--- src/common/phy_event_consts.svh ---
// Register offsets, field positions, widths and tally limits for the event block
`ifndef PHY_EVENT_CONSTS_SVH
`define PHY_EVENT_CONSTS_SVH
`define IMC_ADDR        5'h11
`define ESE_ADDR        5'h12
`define FCC_ADDR        5'h14
`define REC_ADDR        5'h15
`define IMC_PIN_OE_BIT  0
`define IMC_MASTER_BIT  1
`define IMC_TEST_BIT    2
`define IMC_WIDTH       3
`define EVT_COUNT       7
`define PEND_LSB        8
`define TALLY_WIDTH     8
`define TALLY_HALF      8'h80
`define TALLY_MAX       8'hff
`define REG_ZERO        16'h0000
`endif

--- src/common/phy_event_pkg.sv ---
// Types shared by the event block
`default_nettype none
package phy_event_pkg;
  // Carrier event tracking states
  typedef enum logic [2:0] {
    CAR_IDLE  = 3'b001,
    CAR_CLEAN = 3'b010,
    CAR_DONE  = 3'b100
  } car_state_e;
endpackage
`default_nettype wire

--- src/common/tally_if.sv ---
// Interface between the top and one saturating tally
`timescale 1ns/1ns
`default_nettype none
interface tally_if;
  logic       inc;     // Count one
  logic       clr;     // Clear on read
  logic [7:0] value;   // Current count
  logic       half;    // One-cycle pulse on crossing half-full
  modport owner (input inc, input clr, output value, output half);
  modport user  (output inc, output clr, input value, input half);
endinterface
`default_nettype wire

--- src/hdl/phy_event_irq.sv ---
// Event pending bits, interrupt gating and error counters of the PHY
//
// Functional notes
// - Pending bit set on event since last read
// - Enabled event raises an interrupt
// - Master control must also permit interrupts
// - Pending latches regardless of any enable
// - Bit 14 energy detect, cleared on read
// - Bit 13 link change, cleared on read
// - Bit 12 speed change, cleared on read
// - Bit 11 duplex change, cleared on read
// - Bit 10 autoneg done, cleared on read
// - Bit 9 false carrier half-full, read clears
// - Bit 8 receive error half-full, read clears
// - Bits 6:0 read-write enables, reset zero
// - Reserved bits ignore writes, read zero
// - False carrier tally counts, read clears
// - False carrier tally saturates at FFh
// - Receive errors counted during valid carrier
// - At most one count per carrier event
// - No count when collision in carrier
// - Receive error tally saturates, not wraps
// - Master enable bit 1 gates event interrupts
// - Bit 0 makes shared pin interrupt output
// - Bit 2 forces interrupt while set
`timescale 1ns/1ns
`include "phy_event_consts.svh"
`default_nettype none
module phy_event_irq (
  // Clock and reset
  input  wire logic        clk_i,
  input  wire logic        resetn_i,
  // Management register port (one cycle strobes)
  input  wire logic [4:0]  reg_addr_i,
  input  wire logic        reg_rd_i,
  input  wire logic        reg_wr_i,
  input  wire logic [15:0] reg_wdata_i,
  output logic      [15:0] reg_rdata_o,
  // Status levels from the PHY core
  input  wire logic        energy_i,
  input  wire logic        link_i,
  input  wire logic        speed_i,
  input  wire logic        duplex_i,
  input  wire logic        autoneg_done_i,
  // Receive path indications
  input  wire logic        false_carrier_i,
  input  wire logic        carrier_i,
  input  wire logic        symbol_err_i,
  input  wire logic        collision_i,
  // Shared power-down / interrupt pin
  input  wire logic        powerdown_or_irq_pin_i,
  output logic             powerdown_or_irq_pin_o,
  output logic             powerdown_or_irq_pin_oe_o,
  output logic             powerdown_o
);
  localparam int NE = `EVT_COUNT;

  ////////////////////////////////////////////////////////////////
  // Register state
  logic [NE-1:0]        pend_q, pend_d;     // Pending bits, index 6 = energy
  logic [NE-1:0]        enab_q, enab_d;     // Per-event enables
  logic [`IMC_WIDTH-1:0] imc_q, imc_d;      // Master control bits
  logic [4:0]           stat_q, stat_d;     // Last seen status levels
  logic                 irq_q, irq_d;       // Registered interrupt
  logic [15:0]          rdata_q, rdata_d;   // Read data
  logic [2:0]           pd_sync_q;          // Pin synchroniser
  logic                 pd_q, pd_d;         // Filtered power-down level
  phy_event_pkg::car_state_e car_q, car_d;  // Carrier tracker
  logic                 car_err_q, car_err_d; // Error seen this carrier

  tally_if fc_t ();
  tally_if re_t ();

  sat_tally u_fc (.clk_i(clk_i), .resetn_i(resetn_i), .t(fc_t));
  sat_tally u_re (.clk_i(clk_i), .resetn_i(resetn_i), .t(re_t));

  // Decode helper used by every register access
  function automatic logic hit(input logic [4:0] a, input logic [4:0] o);
    return a == o;
  endfunction

  logic rd_ese, rd_fc, rd_re, wr_ese, wr_imc;
  assign rd_ese = reg_rd_i && hit(reg_addr_i, `ESE_ADDR);
  assign rd_fc  = reg_rd_i && hit(reg_addr_i, `FCC_ADDR);
  assign rd_re  = reg_rd_i && hit(reg_addr_i, `REC_ADDR);
  assign wr_ese = reg_wr_i && hit(reg_addr_i, `ESE_ADDR);
  assign wr_imc = reg_wr_i && hit(reg_addr_i, `IMC_ADDR);

  ////////////////////////////////////////////////////////////////
  // Event detection: status level changes and counter crossings
  logic [4:0]    cur_stat;
  logic [NE-1:0] evt;
  assign cur_stat = {energy_i, link_i, speed_i, duplex_i, autoneg_done_i};
  always_comb begin
    stat_d = cur_stat;
    evt[6] = energy_i & ~stat_q[4];
    evt[5] = link_i ^ stat_q[3];
    evt[4] = speed_i ^ stat_q[2];
    evt[3] = duplex_i ^ stat_q[1];
    evt[2] = autoneg_done_i & ~stat_q[0];
    evt[1] = fc_t.half;
    evt[0] = re_t.half;
  end

  ////////////////////////////////////////////////////////////////
  // Pending bits: set on event whatever the enables, clear on read,
  // and an event in the reading cycle wins so nothing is lost
  always_comb begin
    pend_d = (rd_ese ? '0 : pend_q) | evt;
    enab_d = wr_ese ? reg_wdata_i[NE-1:0] : enab_q;
    imc_d  = wr_imc ? reg_wdata_i[`IMC_WIDTH-1:0] : imc_q;
  end

  ////////////////////////////////////////////////////////////////
  // Receive error qualification: at most one count per clean carrier event
  always_comb begin
    car_d     = car_q;
    car_err_d = car_err_q;
    unique case (car_q)
      phy_event_pkg::CAR_IDLE: begin
        car_err_d = 1'b0;
        if (carrier_i) car_d = collision_i ? phy_event_pkg::CAR_DONE
                                           : phy_event_pkg::CAR_CLEAN;
        if (carrier_i && !collision_i) car_err_d = symbol_err_i;
      end
      phy_event_pkg::CAR_CLEAN: begin
        if (collision_i) car_d = phy_event_pkg::CAR_DONE;
        else if (!carrier_i) car_d = phy_event_pkg::CAR_IDLE;
        else car_err_d = car_err_q | symbol_err_i;
      end
      phy_event_pkg::CAR_DONE: begin
        // Collided carrier: wait it out without counting
        car_err_d = 1'b0;
        if (!carrier_i) car_d = phy_event_pkg::CAR_IDLE;
      end
      default: car_d = phy_event_pkg::CAR_IDLE;
    endcase
  end

  // Count at carrier end so a later collision can still veto it
  assign re_t.inc = (car_q == phy_event_pkg::CAR_CLEAN) && !carrier_i
                    && !collision_i && car_err_q;
  assign re_t.clr = rd_re;
  assign fc_t.inc = false_carrier_i;
  assign fc_t.clr = rd_fc;

  ////////////////////////////////////////////////////////////////
  // Interrupt and pin control
  always_comb begin
    irq_d = ((|(pend_d & enab_d)) && imc_d[`IMC_MASTER_BIT])
            || imc_d[`IMC_TEST_BIT];
    // Change counts once the last two sync stages agree
    pd_d  = (pd_sync_q[1] == pd_sync_q[2]) ? pd_sync_q[2] : pd_q;
  end

  // Read mux; reserved bits are zero by construction
  always_comb begin
    rdata_d = `REG_ZERO;
    if (reg_rd_i) begin
      unique case (1'b1)
        hit(reg_addr_i, `ESE_ADDR):
          rdata_d = {1'b0, pend_q, 1'b0, enab_q};
        hit(reg_addr_i, `IMC_ADDR):
          rdata_d = {13'h0000, imc_q};
        hit(reg_addr_i, `FCC_ADDR): rdata_d = {8'h00, fc_t.value};
        hit(reg_addr_i, `REC_ADDR): rdata_d = {8'h00, re_t.value};
        default: rdata_d = `REG_ZERO;
      endcase
    end
  end

  ////////////////////////////////////////////////////////////////
  // Registers
  always_ff @(posedge clk_i) begin
    if (!resetn_i) begin
      pend_q    <= '0;
      enab_q    <= '0;
      imc_q     <= '0;
      stat_q    <= '0;
      irq_q     <= 1'b0;
      rdata_q   <= '0;
      pd_sync_q <= '0;
      pd_q      <= 1'b0;
      car_q     <= phy_event_pkg::CAR_IDLE;
      car_err_q <= 1'b0;
    end else begin
      pend_q    <= pend_d;
      enab_q    <= enab_d;
      imc_q     <= imc_d;
      stat_q    <= stat_d;
      irq_q     <= irq_d;
      rdata_q   <= rdata_d;
      pd_sync_q <= {pd_sync_q[1:0], powerdown_or_irq_pin_i};
      pd_q      <= pd_d;
      car_q     <= car_d;
      car_err_q <= car_err_d;
    end
  end

  // Pin is an output only when the pin-mode bit is set; oe low drives
  assign powerdown_or_irq_pin_oe_o = ~imc_q[`IMC_PIN_OE_BIT];
  assign powerdown_or_irq_pin_o    = irq_q;
  assign powerdown_o = ~imc_q[`IMC_PIN_OE_BIT] & pd_q;
  assign reg_rdata_o = rdata_q;

  ////////////////////////////////////////////////////////////////
  // Checks
  property p_irq_cause;
    @(posedge clk_i) disable iff (!resetn_i)
      irq_q |-> imc_q[`IMC_TEST_BIT]
                || (imc_q[`IMC_MASTER_BIT] && |(pend_q & enab_q));
  endproperty
  a_irq_cause: assert property (p_irq_cause) else $error("irq without master");
  property p_test_irq;
    @(posedge clk_i) disable iff (!resetn_i)
      imc_q[`IMC_TEST_BIT] |-> irq_q;
  endproperty
  a_test_irq: assert property (p_test_irq) else $error("test irq missing");
  property p_latch;
    @(posedge clk_i) disable iff (!resetn_i) evt[5] |=> pend_q[5];
  endproperty
  a_latch: assert property (p_latch) else $error("link event lost");
  property p_cor;
    @(posedge clk_i) disable iff (!resetn_i)
      (rd_ese && evt == '0) |=> pend_q == '0;
  endproperty
  a_cor: assert property (p_cor) else $error("read did not clear");
  property p_enable;
    @(posedge clk_i) disable iff (!resetn_i)
      (|(pend_q & enab_q) && imc_q[`IMC_MASTER_BIT]) |-> irq_q;
  endproperty
  a_enable: assert property (p_enable) else $error("enabled pending no irq");
  property p_pin;
    @(posedge clk_i) disable iff (!resetn_i)
      imc_q[`IMC_PIN_OE_BIT] |-> !powerdown_or_irq_pin_oe_o && !powerdown_o;
  endproperty
  a_pin: assert property (p_pin) else $error("pin mode wrong");
  property p_rsv;
    @(posedge clk_i) disable iff (!resetn_i)
      ($past(rd_fc) || $past(rd_re)) |-> reg_rdata_o[15:8] == 8'h00;
  endproperty
  a_rsv: assert property (p_rsv) else $error("reserved bits set");
  // Status word reserved bits sit above the pending field (bit 15) and between the pending and enable fields (bit 7)
  property p_rsv_stat;
    @(posedge clk_i) disable iff (!resetn_i)
      $past(rd_ese) |-> !reg_rdata_o[15] && !reg_rdata_o[7];
  endproperty
  a_rsv_stat: assert property (p_rsv_stat) else $error("status reserved bit set");
  property p_coll;
    @(posedge clk_i) disable iff (!resetn_i)
      (car_q == phy_event_pkg::CAR_DONE) |-> !re_t.inc;
  endproperty
  a_coll: assert property (p_coll) else $error("count during collision");
  // A collided carrier never returns to the counting state
  property p_coll_veto;
    @(posedge clk_i) disable iff (!resetn_i)
      collision_i |=> car_q != phy_event_pkg::CAR_CLEAN;
  endproperty
  a_coll_veto: assert property (p_coll_veto) else $error("collided carrier counted");
  // A count lands only on the cycle the carrier has just dropped
  property p_rx_end;
    @(posedge clk_i) disable iff (!resetn_i)
      re_t.inc |-> $past(carrier_i) && !carrier_i;
  endproperty
  a_rx_end: assert property (p_rx_end) else $error("count inside carrier");
  property p_half_pend;
    @(posedge clk_i) disable iff (!resetn_i) fc_t.half |=> pend_q[1];
  endproperty
  a_half_pend: assert property (p_half_pend) else $error("half-full event lost");
  c_irq:  cover property (@(posedge clk_i) irq_q && !imc_q[`IMC_TEST_BIT]);
  c_rxe:  cover property (@(posedge clk_i) re_t.inc);
  c_read: cover property (@(posedge clk_i) rd_ese && |pend_q);
endmodule
`default_nettype wire

--- src/hdl/sat_tally.sv ---
// Saturating clear-on-read 8-bit event counter with half-full pulse
`timescale 1ns/1ns
`include "phy_event_consts.svh"
`default_nettype none
module sat_tally (
  // Clock and reset
  input  wire logic clk_i,
  input  wire logic resetn_i,
  // Counter port
  tally_if.owner    t
);
  logic [`TALLY_WIDTH-1:0] cnt_q;  // Count
  logic [`TALLY_WIDTH-1:0] cnt_d;
  logic                    half_q; // Half-full pulse
  logic                    half_d;

  ////////////////////////////////////////////////////////////////
  // Next count; an increment in the clearing cycle is kept
  always_comb begin
    cnt_d  = t.clr ? '0 : cnt_q;
    half_d = 1'b0;
    if (t.inc && cnt_d != `TALLY_MAX) begin
      cnt_d = cnt_d + 8'h01;
      // Edge into the upper half only, so one pulse per crossing
      half_d = (cnt_d == `TALLY_HALF);
    end
  end

  // Register stage
  always_ff @(posedge clk_i) begin
    if (!resetn_i) begin
      cnt_q  <= '0;
      half_q <= 1'b0;
    end else begin
      cnt_q  <= cnt_d;
      half_q <= half_d;
    end
  end

  assign t.value = cnt_q;
  assign t.half  = half_q;

  ////////////////////////////////////////////////////////////////
  // Checks
  property p_sat_hold;
    @(posedge clk_i) disable iff (!resetn_i)
      (cnt_q == `TALLY_MAX && !t.clr) |=> cnt_q == `TALLY_MAX;
  endproperty
  a_sat_hold: assert property (p_sat_hold) else $error("tally wrapped");
  property p_half_once;
    @(posedge clk_i) disable iff (!resetn_i)
      half_q |-> cnt_q == `TALLY_HALF;
  endproperty
  a_half_once: assert property (p_half_once) else $error("half pulse wrong");
  c_sat: cover property (@(posedge clk_i) cnt_q == `TALLY_MAX);
endmodule
`default_nettype wire

--- config.mk ---
export PLATFORM = sky130hd
export DESIGN_NAME = phy_event_irq
export DESIGN_NICKNAME = d
export VERILOG_FILES = /design/src/common/phy_event_pkg.sv /design/src/common/tally_if.sv /design/src/hdl/phy_event_irq.sv /design/src/hdl/sat_tally.sv
export VERILOG_INCLUDE_DIRS = /design/src /design/src/common
export SDC_FILE = /design/constraint.sdc
export NUM_CORES = 1
export LEC_CHECK = 0
export BUFFER_PORTS_ARGS = -buffer_cell sky130_fd_sc_hd__buf_4
export CAP_MARGIN = 0
export CORE_MARGIN = 1
export CORE_UTILIZATION = 40
export DETAILED_ROUTE_END_ITERATION = 10
export HOLD_SLACK_MARGIN = 0.12
export REMOVE_ABC_BUFFERS = 1
export SLEW_MARGIN = 0
export SYNTH_ARGS = -nofsm -noshare
export SYNTH_HDL_FRONTEND = slang
export SYNTH_SLANG_ARGS = --single-unit
--- constraint.sdc ---
create_clock -name clk_i -period 2.3 [get_ports clk_i]
set_input_delay 0.23 -clock clk_i [delete_from_list [all_inputs] [get_ports clk_i]]
set_output_delay 0.23 -clock clk_i [all_outputs]
set_load 0.02 [all_outputs]
* After elaboration in Yosys (flattened, before gate mapping)
Index checks and enable logic that the tools add are counted.
** Cells by class
- Add/subtract/negate cells :: 2
- Eq/ne operators :: 15
- Muxes and demuxes :: 17
- Bitwise operators :: 12
- Reductions and logical operators :: 21
** Operator list (count)
- $pmux 15 s4 :: 1
- $mux 8 :: 4
- $eq 5x5->1 const B :: 4
- $add 8x1->8 const B :: 2
- $eq 8x8->1 const B :: 2
- $ne 8x8->1 const B :: 2
- $mux 3 :: 5
- $mux 7 :: 2
- $logic_and 1x1->1 :: 12
- $pmux 3 s3 :: 1
- $and 7x7->7 :: 1
- $or 7x7->7 :: 1
- $reduce_or 7->1 :: 1
- $ne 2x2->1 const B :: 3
- $reduce_and 2->1 :: 3
- $and 1x1->1 :: 3
- $eq 3x1->1 const B :: 1
- $eq 3x2->1 const B :: 1
- $eq 3x3->1 const B :: 1
- $mux 1 :: 3
- $not 1->1 :: 3
- $pmux 1 s3 :: 1
- $reduce_and 3->1 :: 1
- $reduce_bool 3->1 :: 1
- other kinds (5) :: 8
** Word-level totals
- Register bits :: 65
- Bits of input ports :: 35
- Output and inout bits :: 19

* Depth between registers and ports, before layout
Gate-level depths: netlist of run 1.
- Depth after elaboration :: 8
- Gate-level depth with buffers :: 6
- Depth with buffers taken out :: 5

* Modules after synthesis
From an unflattened synthesis of run 1, not the netlist that was laid out.
** Second synthesis, totals
- Cells, all modules :: 301
- Area total of the unflattened synthesis :: 2795.2 sq um
** Modules (own cells, without submodules)
- phy_event_irq :: instances 1, cells each 201, area each 1884.3 sq um, sequential area each 920.9 sq um
- sat_tally :: instances 2, cells each 50, area each 455.4 sq um, sequential area each 180.2 sq um

* Worst setup path before layout of run 1
Ideal clock, no wire load.
- Kind :: input -> register
- From :: input reg_addr_i[2]
- To :: register irq_q, in the netlist powerdown_or_irq_pin_o
- Library setup time :: 134 ps
- Arrival :: 1710 ps
- Slack :: 456 ps
- Stages :: 6
- Path buffers :: 1
- Cell sequence :: or3b_1 buf_4 nor2_1 mux2_2 a2111oi_0 a2bb2oi_1
** Between the ends
- Longest elaborated chain between the ends :: 8
- Elaborated cells between the ends (all ways) :: 13
** Ends and longest elaborated chain
- start: declaration :: RTL line phy_event_irq.sv:34 : input wire logic [4:0] reg_addr_i,
- $eq 5x5->1 :: RTL line phy_event_irq.sv:79 : return a == o;
- $logic_and 1x1->1 :: RTL line phy_event_irq.sv:83 : assign rd_ese = reg_rd_i && hit(reg_addr_i, `ESE_ADDR);
- $mux 7 :: RTL line phy_event_irq.sv:109 : pend_d = (rd_ese ? '0 : pend_q) | evt;
- $or 7x7->7 :: RTL line phy_event_irq.sv:109
- $and 7x7->7 :: RTL line phy_event_irq.sv:150 : irq_d = ((|(pend_d & enab_d)) && imc_d[`IMC_MASTER_BIT])
- $reduce_or 7->1 :: RTL line phy_event_irq.sv:150
- $logic_and 1x1->1 :: RTL line phy_event_irq.sv:150
- $logic_or 1x1->1 (*) :: RTL line phy_event_irq.sv:150
- end signal: assignment :: RTL line phy_event_irq.sv:191 : irq_q <= irq_d;
- end: declaration :: RTL line phy_event_irq.sv:64 : logic irq_q, irq_d;
Mark *: on every way between the ends. The rest lies on a longest branch, timed or not.
A chain may end at the register's enable or synchronous reset.

* Worst setup path in the final report of run 1
- From :: register u_fc.cnt_q[1], in the netlist u_fc.t.value[1]
- To :: register u_fc.cnt_q[0], in the netlist u_fc.t.value[0]
** Between the ends
- Longest elaborated chain between the ends :: 4
** Ends and longest elaborated chain
- start: declaration :: RTL line sat_tally.sv:12 : logic [`TALLY_WIDTH-1:0] cnt_q;
- start signal: assignment :: RTL line sat_tally.sv:35 : cnt_q <= cnt_d;
- $mux 8 :: RTL line sat_tally.sv:20 : cnt_d = t.clr ? '0 : cnt_q;
- $ne 8x8->1 (no source line)
- $logic_and 1x1->1 (no source line)
- $mux 8 :: RTL line sat_tally.sv:22 : if (t.inc && cnt_d != `TALLY_MAX) begin
Every way passes these cells.

==> impl_metrics.json, run 1 <==
{
  "finalMaxSlewViolations": 0,
  "yosysMostFrequentCell": "dfxtp_1",
  "min_period_over_period": 0.749,
  "cp-end-kind": "register",
  "async_reset_ff_frac": 0,
  "globalplace.congestion": 0.770,
  "rr_worst_depth": 5,
  "p_leak_uw": 0.00133,
  "p_per_area_mw_per_mm2": 690,
  "cts.path.max_buffers": 2,
  "dp_hpwl_um": 4270,
  "max-slew-margin-rel": 0.589,
  "vias": 2238,
  "dpl_cell_area_mm2": 0.00315,
  "synth_seq_cells": 64,
  "fp.dieH_um": 85.1,
  "setup_viol": 0,
  "core_area_mm2": 0.00649,
  "grt_setup_unrepaired": "no",
  "synth_area_leaders": "dfxtp_1 46%, and2_1 4.8%, mux2_2 3.3%",
  "dr.first_iter.drc_count": 121,
  "drive_above_1_share": 0.236,
  "htree_levels": 3,
  "status": "finished, final reports clean",
  "final_nets": 377,
  "cp.required_ps": 2540,
  "syn_area_per_cell_um2": 9.56,
  "antenna_found_initial": 0,
  "max-vdd-ir-drop_v": 0.000428,
  "r2r_slack_ps": 580,
  "grt_max_degree": 43,
  "track_usage": 0.182,
  "dieArea_mm2": 0.00725,
  "grt_pass1_wl_um": 10100,
  "drt.antenna.violating_nets": 0,
  "dr.pass1.iters": 7,
  "clk_pin_slew_ps": 70,
  "yosysUniqueCellTypes": 53,
  "post_cts_buffers": 0,
  "cts_tree": "done",
  "cts_sinks": 64,
  "crit_path_end": "u_fc.t.value[0]",
  "die_w_um": 85.1,
  "io_buffers": 43,
  "crit_fanout": 5,
  "areaGrowthSynthToFinish_pct": 24.3,
  "design_area_mm2": 0.00343,
  "synth_flop_cell": "dfxtp_1",
  "setup.worst_path.start": "u_fc.t.value[1]",
  "synth_common_cells": "64 x dfxtp_1, 23 x nand2_1, 21 x and2_1",
  "wl_um": 6050,
  "fin_worst_skew_ps": 7.59,
  "seq_area_frac_synth": 0.464,
  "syn_inst": 289,
  "grt_pass1_vias": 2039,
  "io_pins": 54,
  "cts_resized": 0,
  "min_period_ps": 1720,
  "crit_type": "reg2reg",
  "syn_area_mm2": 0.00276,
  "drv_cap": 0,
  "synth_edf_count": 0,
  "finalSetupTns_ps": 0,
  "yosysTopAreaCellShare": 0.464,
  "fmax_mhz": 580,
  "synth_top_area_cell": "dfxtp_1",
  "num_rows": 29,
  "clk_latency_ps": 340,
  "ys_warn_count": 0,
  "cts_root_buf": "clkbuf_8",
  "via_per_inst": 5.28,
  "r2r_end": "u_fc.t.value[0]",
  "numCtsBuffers": 9,
  "drc": 0,
  "wl_per_cell_um": 14.3,
  "worstMarginPinSlew_ps": 612,
  "hold_viol": 0,
  "start_util": 0.426,
  "min_path_type": "in2reg",
  "regToRegStartpoint": "u_fc.t.value[1]",
  "start_kind": "register",
  "antennaDiodeCount": 0,
  "worst-endpoint-arrival_ps": 1960,
  "grt-ovfl-total": 0
}
[logic make-up after synthesis]
family          synth area share
compound gates             0.194
xor+xnor                  0.0380
buf+inv                   0.0308
flops                      0.464
mux                       0.0471
other cells              0.00136
simple gates               0.225
[flip-flops by register name, indices dropped and copies added, names as in the netlist]
| name | flops |
|---|---|
| enab_q | 7 |
| pd_q | 1 |
| powerdown_or_irq_pin_o | 1 |
| stat_q | 5 |
| reg_rdata_o | 15 |
| u_re.t.value | 8 |
| car_q | 3 |
| u_fc.t.value | 8 |
| pend_q | 7 |
| pd_sync_q | 3 |
| u_re.t.half | 1 |
| imc_q | 3 |
| car_err_q | 1 |
| u_fc.t.half | 1 |
[stage by stage]
step                utilization  worst slack (ps)  hold slack, ps  total power (uW)  instances
finish                    0.529               577             175              2370        424
global route              0.529               410             189              2480        424
CTS                       0.529               592             160              2400        424
detailed placement        0.486               319             433              1330        402
global placement          0.486               297             425              1330        402
floorplan                     -               338             306              1250        278
[power breakdown]
group          internal, uW  switching (uW)  leakage [uW]  total (uW)
clock                   609             443      0.000101        1050
sequential             1130            16.6      0.000520        1150
combinational          87.2            81.7      0.000711         169
total                  1830             541       0.00133        2370
[layout make-up]
type / instances / area (um^2)
Tap cell: 77 / 96.3
Clock inverter: 7 / 96.3
Multi-Input combinational cell: 207 / 1400
Timing Repair Buffer: 53 / 413
Clock buffer: 9 / 124
Sequential cell: 64 / 1280
Inverter: 7 / 26.3
Fill cell: 619 / 3060
[layer usage]
layer	GRT usage	part of all wire
met4	0.0632	0.014
met1	0.250	0.48
met5	0	0
met3	0.0623	0.061
met2	0.265	0.45
[cells in the final DEF (no fill, tap or decap), types with 2 or more instances in the layout]
cell and n:
nand4b_1 2, buf_4 47, a2bb2oi_1 6, or3_1 2, mux2_2 8, a41oi_1 2, and3_1 2, xnor2_1 9
mux2i_1 4, o21ai_0 10, clkbuf_8 9, a22oi_1 7, xor2_1 3, dfxtp_1 64, and2_1 21, bufinv_16 2
nor2b_1 6, dlygate4sd3_1 6, nor3b_4 2, a31o_2 2, nand2_1 23, o31ai_1 2, nand3b_1 2, clkinvlp_4 3
and3b_1 2, nor3b_1 2, nor4b_1 2, inv_1 7, nor3_1 4, a21boi_0 11, nor2_1 17, nand3_1 15
a211oi_1 5, a21oi_1 12, o21a_1 5
[critical path: stages, from the launching register on]
cell     delay, ps
dfxtp_1        410
nand4_1        180
nor3_1         570
a21oi_1        170
xnor2_1        150
and2_1         150
[worst min-delay path by stage]
| stage | startpoint | end | cells after the start |
|---|---|---|---|
| 6_report | reg_wdata_i[0] | imc_q[0] | 3 |
| 5_1_grt | reg_wdata_i[1] | imc_q[1] | 3 |
| 4_1_cts | reg_wdata_i[0] | imc_q[0] | 3 |
| 3_5_place_dp | pd_sync_q[0] | pd_sync_q[1] | 1 |
| 3_3_place_gp | pd_sync_q[0] | pd_sync_q[1] | 1 |
| 2_1_floorplan | resetn_i | car_q[0] | 1 |
[what timing repair did]
item                       CTS  global route
hold buffers                 6             0
setup endpoints to repair    0             0
hold endpoints to repair     6             0
Note: power is estimated with default switching activity, not from simulation.
==> inputs of run 2 (changes only) <==
--- a/config.mk
+++ b/config.mk
@@ -6,6 +6,7 @@
 export SDC_FILE = /design/constraint.sdc
 export NUM_CORES = 1
 export LEC_CHECK = 0
+export ABC_AREA = 1
 export BUFFER_PORTS_ARGS = -buffer_cell sky130_fd_sc_hd__buf_4
 export CAP_MARGIN = 0
 export CORE_MARGIN = 1
==> constraint.sdc (replaced) <==
create_clock -name clk_i -period 1.7 [get_ports clk_i]
set_input_delay 0.17 -clock clk_i [delete_from_list [all_inputs] [get_ports clk_i]]
set_output_delay 0.17 -clock clk_i [all_outputs]
set_load 0.02 [all_outputs]
==> impl_metrics.json, run 2 <==
{
  "antenna_found_initial": 0,
  "drc": 0,
  "via_per_inst": 4.65,
  "syn_area_mm2": 0.00288,
  "final_cell_mix": "123 x nand2_1, 64 x dfxtp_1, 58 x buf_4",
  "wl_per_cell_um": 11.8,
  "dr.pass1.iters": 6,
  "yosysMostFrequentCell": "nand2_1",
  "final_common_cell": "nand2_1",
  "grt_pass1_vias": 2425,
  "p_leak_uw": 0.00170,
  "placedCellCount": 547,
  "synth_seq_cells": 64,
  "syn_inst": 403,
  "grt_setup_unrepaired": "no",
  "largest_reg_flops": 15,
  "clk_latency_ps": 340,
  "yosysTopAreaCellShare": 0.445,
  "io_pins": 54,
  "seq_area_frac_synth": 0.445,
  "hold_viol": 0,
  "areaGrowthSynthToFinish_pct": 28.1,
  "cp-end-kind": "register",
  "fp.dieH_um": 86.8,
  "cp.required_ps": 1920,
  "synth_top_area_cell": "dfxtp_1",
  "cp.buffers_inverters": 3,
  "grt-ovfl-total": 0,
  "synth_flop_cell": "dfxtp_1",
  "synth_area_leaders": "dfxtp_1 45%, nand2_1 16%, inv_1 6.1%",
  "crit_fanout": 8,
  "drt.antenna.violating_nets": 0,
  "numCtsBuffers": 9,
  "crit_family": "buffers and inverters",
  "drive_above_1_share": 0.201,
  "final_nets": 507,
  "grt_pass1_wl_um": 11200,
  "cts_root_buf": "clkbuf_8",
  "die_w_um": 86.8,
  "finalSetupTns_ps": 0,
  "cts_resized": 0,
  "p_per_area_mw_per_mm2": 856,
  "min_path_type": "in2reg",
  "syn_area_per_cell_um2": 7.14,
  "fmax_mhz": 665,
  "dr.first_iter.drc_count": 99,
  "min_period_over_period": 0.884,
  "status": "finished, final reports clean",
  "cts.path.max_buffers": 2,
  "core_area_mm2": 0.00687,
  "start_kind": "primary input",
  "io_buffers": 43,
  "finalMaxSlewViolations": 0,
  "setup_viol": 0,
  "async_reset_ff_frac": 0,
  "final_cells": 573,
  "antennaDiodeCount": 0,
  "cts_tree": "done",
  "slowest_stage": "dlygate4sd3_1",
  "grt_max_degree": 22,
  "globalplace.congestion": 0.835,
  "track_usage": 0.196,
  "max-vdd-ir-drop_v": 0.000496,
  "crit_type": "in2reg",
  "wl_um": 6740,
  "num_rows": 30,
  "htree_levels": 3,
  "drv_cap": 0,
  "min_period_ps": 1500,
  "path_cells": "dlygate4sd3_1 -> buf_4 -> or2_1 -> nor2_4 -> buf_4 -> nand2_4 -> o21ai_0 -> nor2_1",
  "yosysUniqueCellTypes": 34,
  "start_util": 0.419,
  "synth_edf_count": 0,
  "dp_hpwl_um": 4890,
  "fillers": 699,
  "worst-endpoint-arrival_ps": 1720,
  "post-route-util": 0.537,
  "clk_pin_slew_ps": 80,
  "cp_common_cell": "buf_4",
  "ys_warn_count": 0,
  "synth_common_cells": "123 x nand2_1, 64 x dfxtp_1, 47 x inv_1",
  "critical-path-max-stage-delay_ps": 530,
  "fin_worst_skew_ps": 16.7,
  "dpl_cell_area_mm2": 0.00338,
  "vias": 2663,
  "design_area_mm2": 0.00369,
  "cts_sinks": 64,
  "dieArea_mm2": 0.00754
}
run 2: changes by cell type after synthesis, moves of 8 or more:
cell	previous run	this run
a21boi_0	11	2
a21oi_1	12	26
and2_1	21	1
inv_1	7	47
mux2_2	8	0
nand2_1	23	123
nand3_1	15	28
nor2_1	17	38
run 2: per-stage QoR:
stage / setup slack, ps / total power [uW] / hold WS [ps]
after floorplan: 280 / 1710 / 260
after global placement: 139 / 1820 / 352
after detailed placement: 110 / 1830 / 357
after CTS: 214 / 3190 / 124
after global routing: 106 / 3300 / 139
final: 197 / 3160 / 128
run 2: final cells by class:
type / instances / area [um^2] / area share
well taps: 96 / 120 / 0.0326
repair buffers: 68 / 536 / 0.145
inverters: 48 / 180 / 0.0489
multi-input cells: 281 / 1370 / 0.370
clock inverters: 6 / 67.6 / 0.0183
flip-flops and latches: 64 / 1280 / 0.347
clock buffers: 10 / 138 / 0.0373
run 2: cells by family after synthesis:
kind of cell / share of synthesized area
flip-flops: 0.445
AND/OR/NAND/NOR: 0.352
other: 0.00130
AO/OA/AOI/OAI: 0.103
XOR/XNOR: 0.0183
buffers and inverters: 0.0808
run 2: path summary, 6_finish.rpt:
kind | from | end | slack, ps | depth (start not counted)
worst max register to register | car_q[0] | u_re.t.value[0] | 210 | 8
worst min register to register | pd_sync_q[0] | pd_sync_q[1] | 420 | 2
worst min-delay path | symbol_err_i | car_err_q | 130 | 3
worst max-delay path | collision_i | u_re.t.value[0] | 200 | 8
run 2: repair_timing:
item | CTS | global route
endpoints found under the setup margin | 0 | 0
hold endpoints to repair | 9 | 0
setup buffers | 0 | 0
hold buffers | 10 | 0
run 2: power breakdown:
part	switching (uW)	internal, uW	total, uW
Clock	624	722	1350
Sequential	21.8	1540	1560
Combinational	142	113	255
Total	788	2370	3160
run 2: worst register-to-register path: stages (launching register included):
cell and delay, ps:
dfxtp_1 330, inv_1 80, nand3_2 90, or2_1 270
nor2_4 140, buf_4 170, nand2_4 90, o21ai_0 160
nor2_1 50
run 2: routing by layer:
layer	wire, um	part of all wire	GRT usage	vias to the layer above
met3	292	0.043	0.0381	6
met4	82	0.012	0.0864	0
met1	3320	0.49	0.266	1183
li1	-	-	-	1416
met5	0	0	0	-
met2	3050	0.45	0.303	58
==> inputs of run 3 (changes only) <==
--- a/config.mk
+++ b/config.mk
@@ -6,7 +6,7 @@
 export SDC_FILE = /design/constraint.sdc
 export NUM_CORES = 1
 export LEC_CHECK = 0
-export ABC_AREA = 1
+export ABC_AREA = 0
 export BUFFER_PORTS_ARGS = -buffer_cell sky130_fd_sc_hd__buf_4
 export CAP_MARGIN = 0
 export CORE_MARGIN = 1
==> impl_metrics.json, run 3 (synthesis results as in run 1) <==
{
  "dieArea_mm2": 0.00725,
  "fin_worst_skew_ps": 8.37,
  "num_rows": 29,
  "crit_type": "in2reg",
  "grt_pass1_wl_um": 10500,
  "start_kind": "primary input",
  "cts.path.max_buffers": 2,
  "grt_setup_unrepaired": "no",
  "io_pins": 54,
  "cp.required_ps": 1920,
  "multiInputGateArea_mm2": 0.00140,
  "dr.pass1.iters": 4,
  "post-route-util": 0.550,
  "track_usage": 0.188,
  "fin_ws_ps": 152,
  "numCtsBuffers": 9,
  "wl_um": 6450,
  "htree_levels": 3,
  "dr.first_iter.drc_count": 134,
  "start_util": 0.426,
  "final_cell_mix": "68 x buf_4, 64 x dfxtp_1, 23 x nand2_1",
  "dp_hpwl_um": 4670,
  "fp.dieH_um": 85.1,
  "antennaDiodeCount": 0,
  "worst-endpoint-arrival_ps": 1760,
  "p_leak_uw": 0.00143,
  "finalMaxSlewViolations": 0,
  "cp-end-kind": "register",
  "drt.antenna.violating_nets": 0,
  "min_period_over_period": 0.911,
  "grt_pass1_vias": 2178,
  "min_period_ps": 1550,
  "final_common_cell": "buf_4",
  "drc": 0,
  "clk_pin_slew_ps": 80,
  "crit_fanout": 3,
  "drive_above_1_share": 0.280,
  "status": "finished, final reports clean",
  "holdWs_ps": 137,
  "wl_per_cell_um": 14.5,
  "cts_tree": "done",
  "die_w_um": 85.1,
  "min_path_type": "in2reg",
  "grt_max_degree": 31,
  "via_per_inst": 5.33,
  "largest_reg_flops": 15,
  "fmax_mhz": 646,
  "hold_viol": 0,
  "dpl_cell_area_mm2": 0.00330,
  "vias": 2372,
  "setup_viol": 0,
  "grt-ovfl-total": 0,
  "areaGrowthSynthToFinish_pct": 29.3,
  "max-vdd-ir-drop_v": 0.000376,
  "power.total_uw": 3060,
  "design_area_mm2": 0.00357,
  "p_per_area_mw_per_mm2": 858,
  "io_buffers": 43,
  "final_nets": 399,
  "cts_root_buf": "clkbuf_8",
  "clk_latency_ps": 340,
  "fillers": 615,
  "dp_worst_setup_slack_ps": -196,
  "cts_sinks": 64,
  "globalplace.congestion": 0.815,
  "seq_area_mm2": 0.00128,
  "core_area_mm2": 0.00649,
  "drv_cap": 0,
  "antenna_found_initial": 0
}
==> run 3: cell types whose count changed in the layout (fill, tap and decap cells not counted), sizes merged, moves of 13 or more <==
cell,delta
nand2,-108
inv,-42
nor2,-29
and2,+20
nand3,-18
a21oi,-13
==> run 3: path summary, 6_finish.rpt <==
| kind | slack, ps | start | depth (start not counted) | end |
|---|---|---|---|---|
| worst min register to register | 440 | pd_sync_q[0] | 1 | pd_sync_q[1] |
| worst min-delay path | 140 | reg_wdata_i[3] | 3 | enab_q[3] |
| worst max-delay path | 150 | reg_addr_i[2] | 6 | powerdown_or_irq_pin_o |
| worst max register to register | 170 | car_err_q | 4 | u_re.t.value[6] |
==> run 3: where the power goes <==
| group | total, uW | internal, uW | switching [uW] | leakage, uW |
|---|---|---|---|---|
| logic | 258 | 137 | 121 | 0.000819 |
| registers | 1550 | 1530 | 19.3 | 0.000520 |
| clock network | 1260 | 664 | 593 | 0.0000948 |
| total | 3060 | 2330 | 734 | 0.00143 |
==> run 3: through the flow <==
| step | cells | setup TNS, ps |
|---|---|---|
| floorplan | 278 | -202 |
| global placement | 422 | -198 |
| detailed placement | 422 | -196 |
| CTS | 444 | 0 |
| global route | 445 | 0 |
| finish | 445 | 0 |
==> run 3: worst max-delay path, stage by stage <==
cell	delay (ps)
buf_4	120
or3b_1	420
nor2_1	190
mux2_2	360
a2111oi_0	400
a2bb2oi_1	100
==> run 3: per-layer routing <==
metal | track usage | vias up | share of wire
met5 | 0 | - | 0
met4 | 0.0817 | 0 | 0.0022
met3 | 0.0350 | 2 | 0.055
met2 | 0.290 | 68 | 0.45
met1 | 0.259 | 1114 | 0.49
li1 | - | 1188 | -
==> run 3: area by class of cell <==
type	count	area share
multi-input cells	207	0.393
flip-flops and latches	64	0.359
repair buffers	75	0.162
clock buffers	9	0.0347
well taps	77	0.0270
clock inverters	6	0.0172
inverters	7	0.00735
==> run 3: timing repair <==
action	CTS	global route
hold endpoints to repair	7	0
setup buffers	0	1
setup endpoints to repair	0	1
hold buffers	7	0
gates resized for setup	0	1
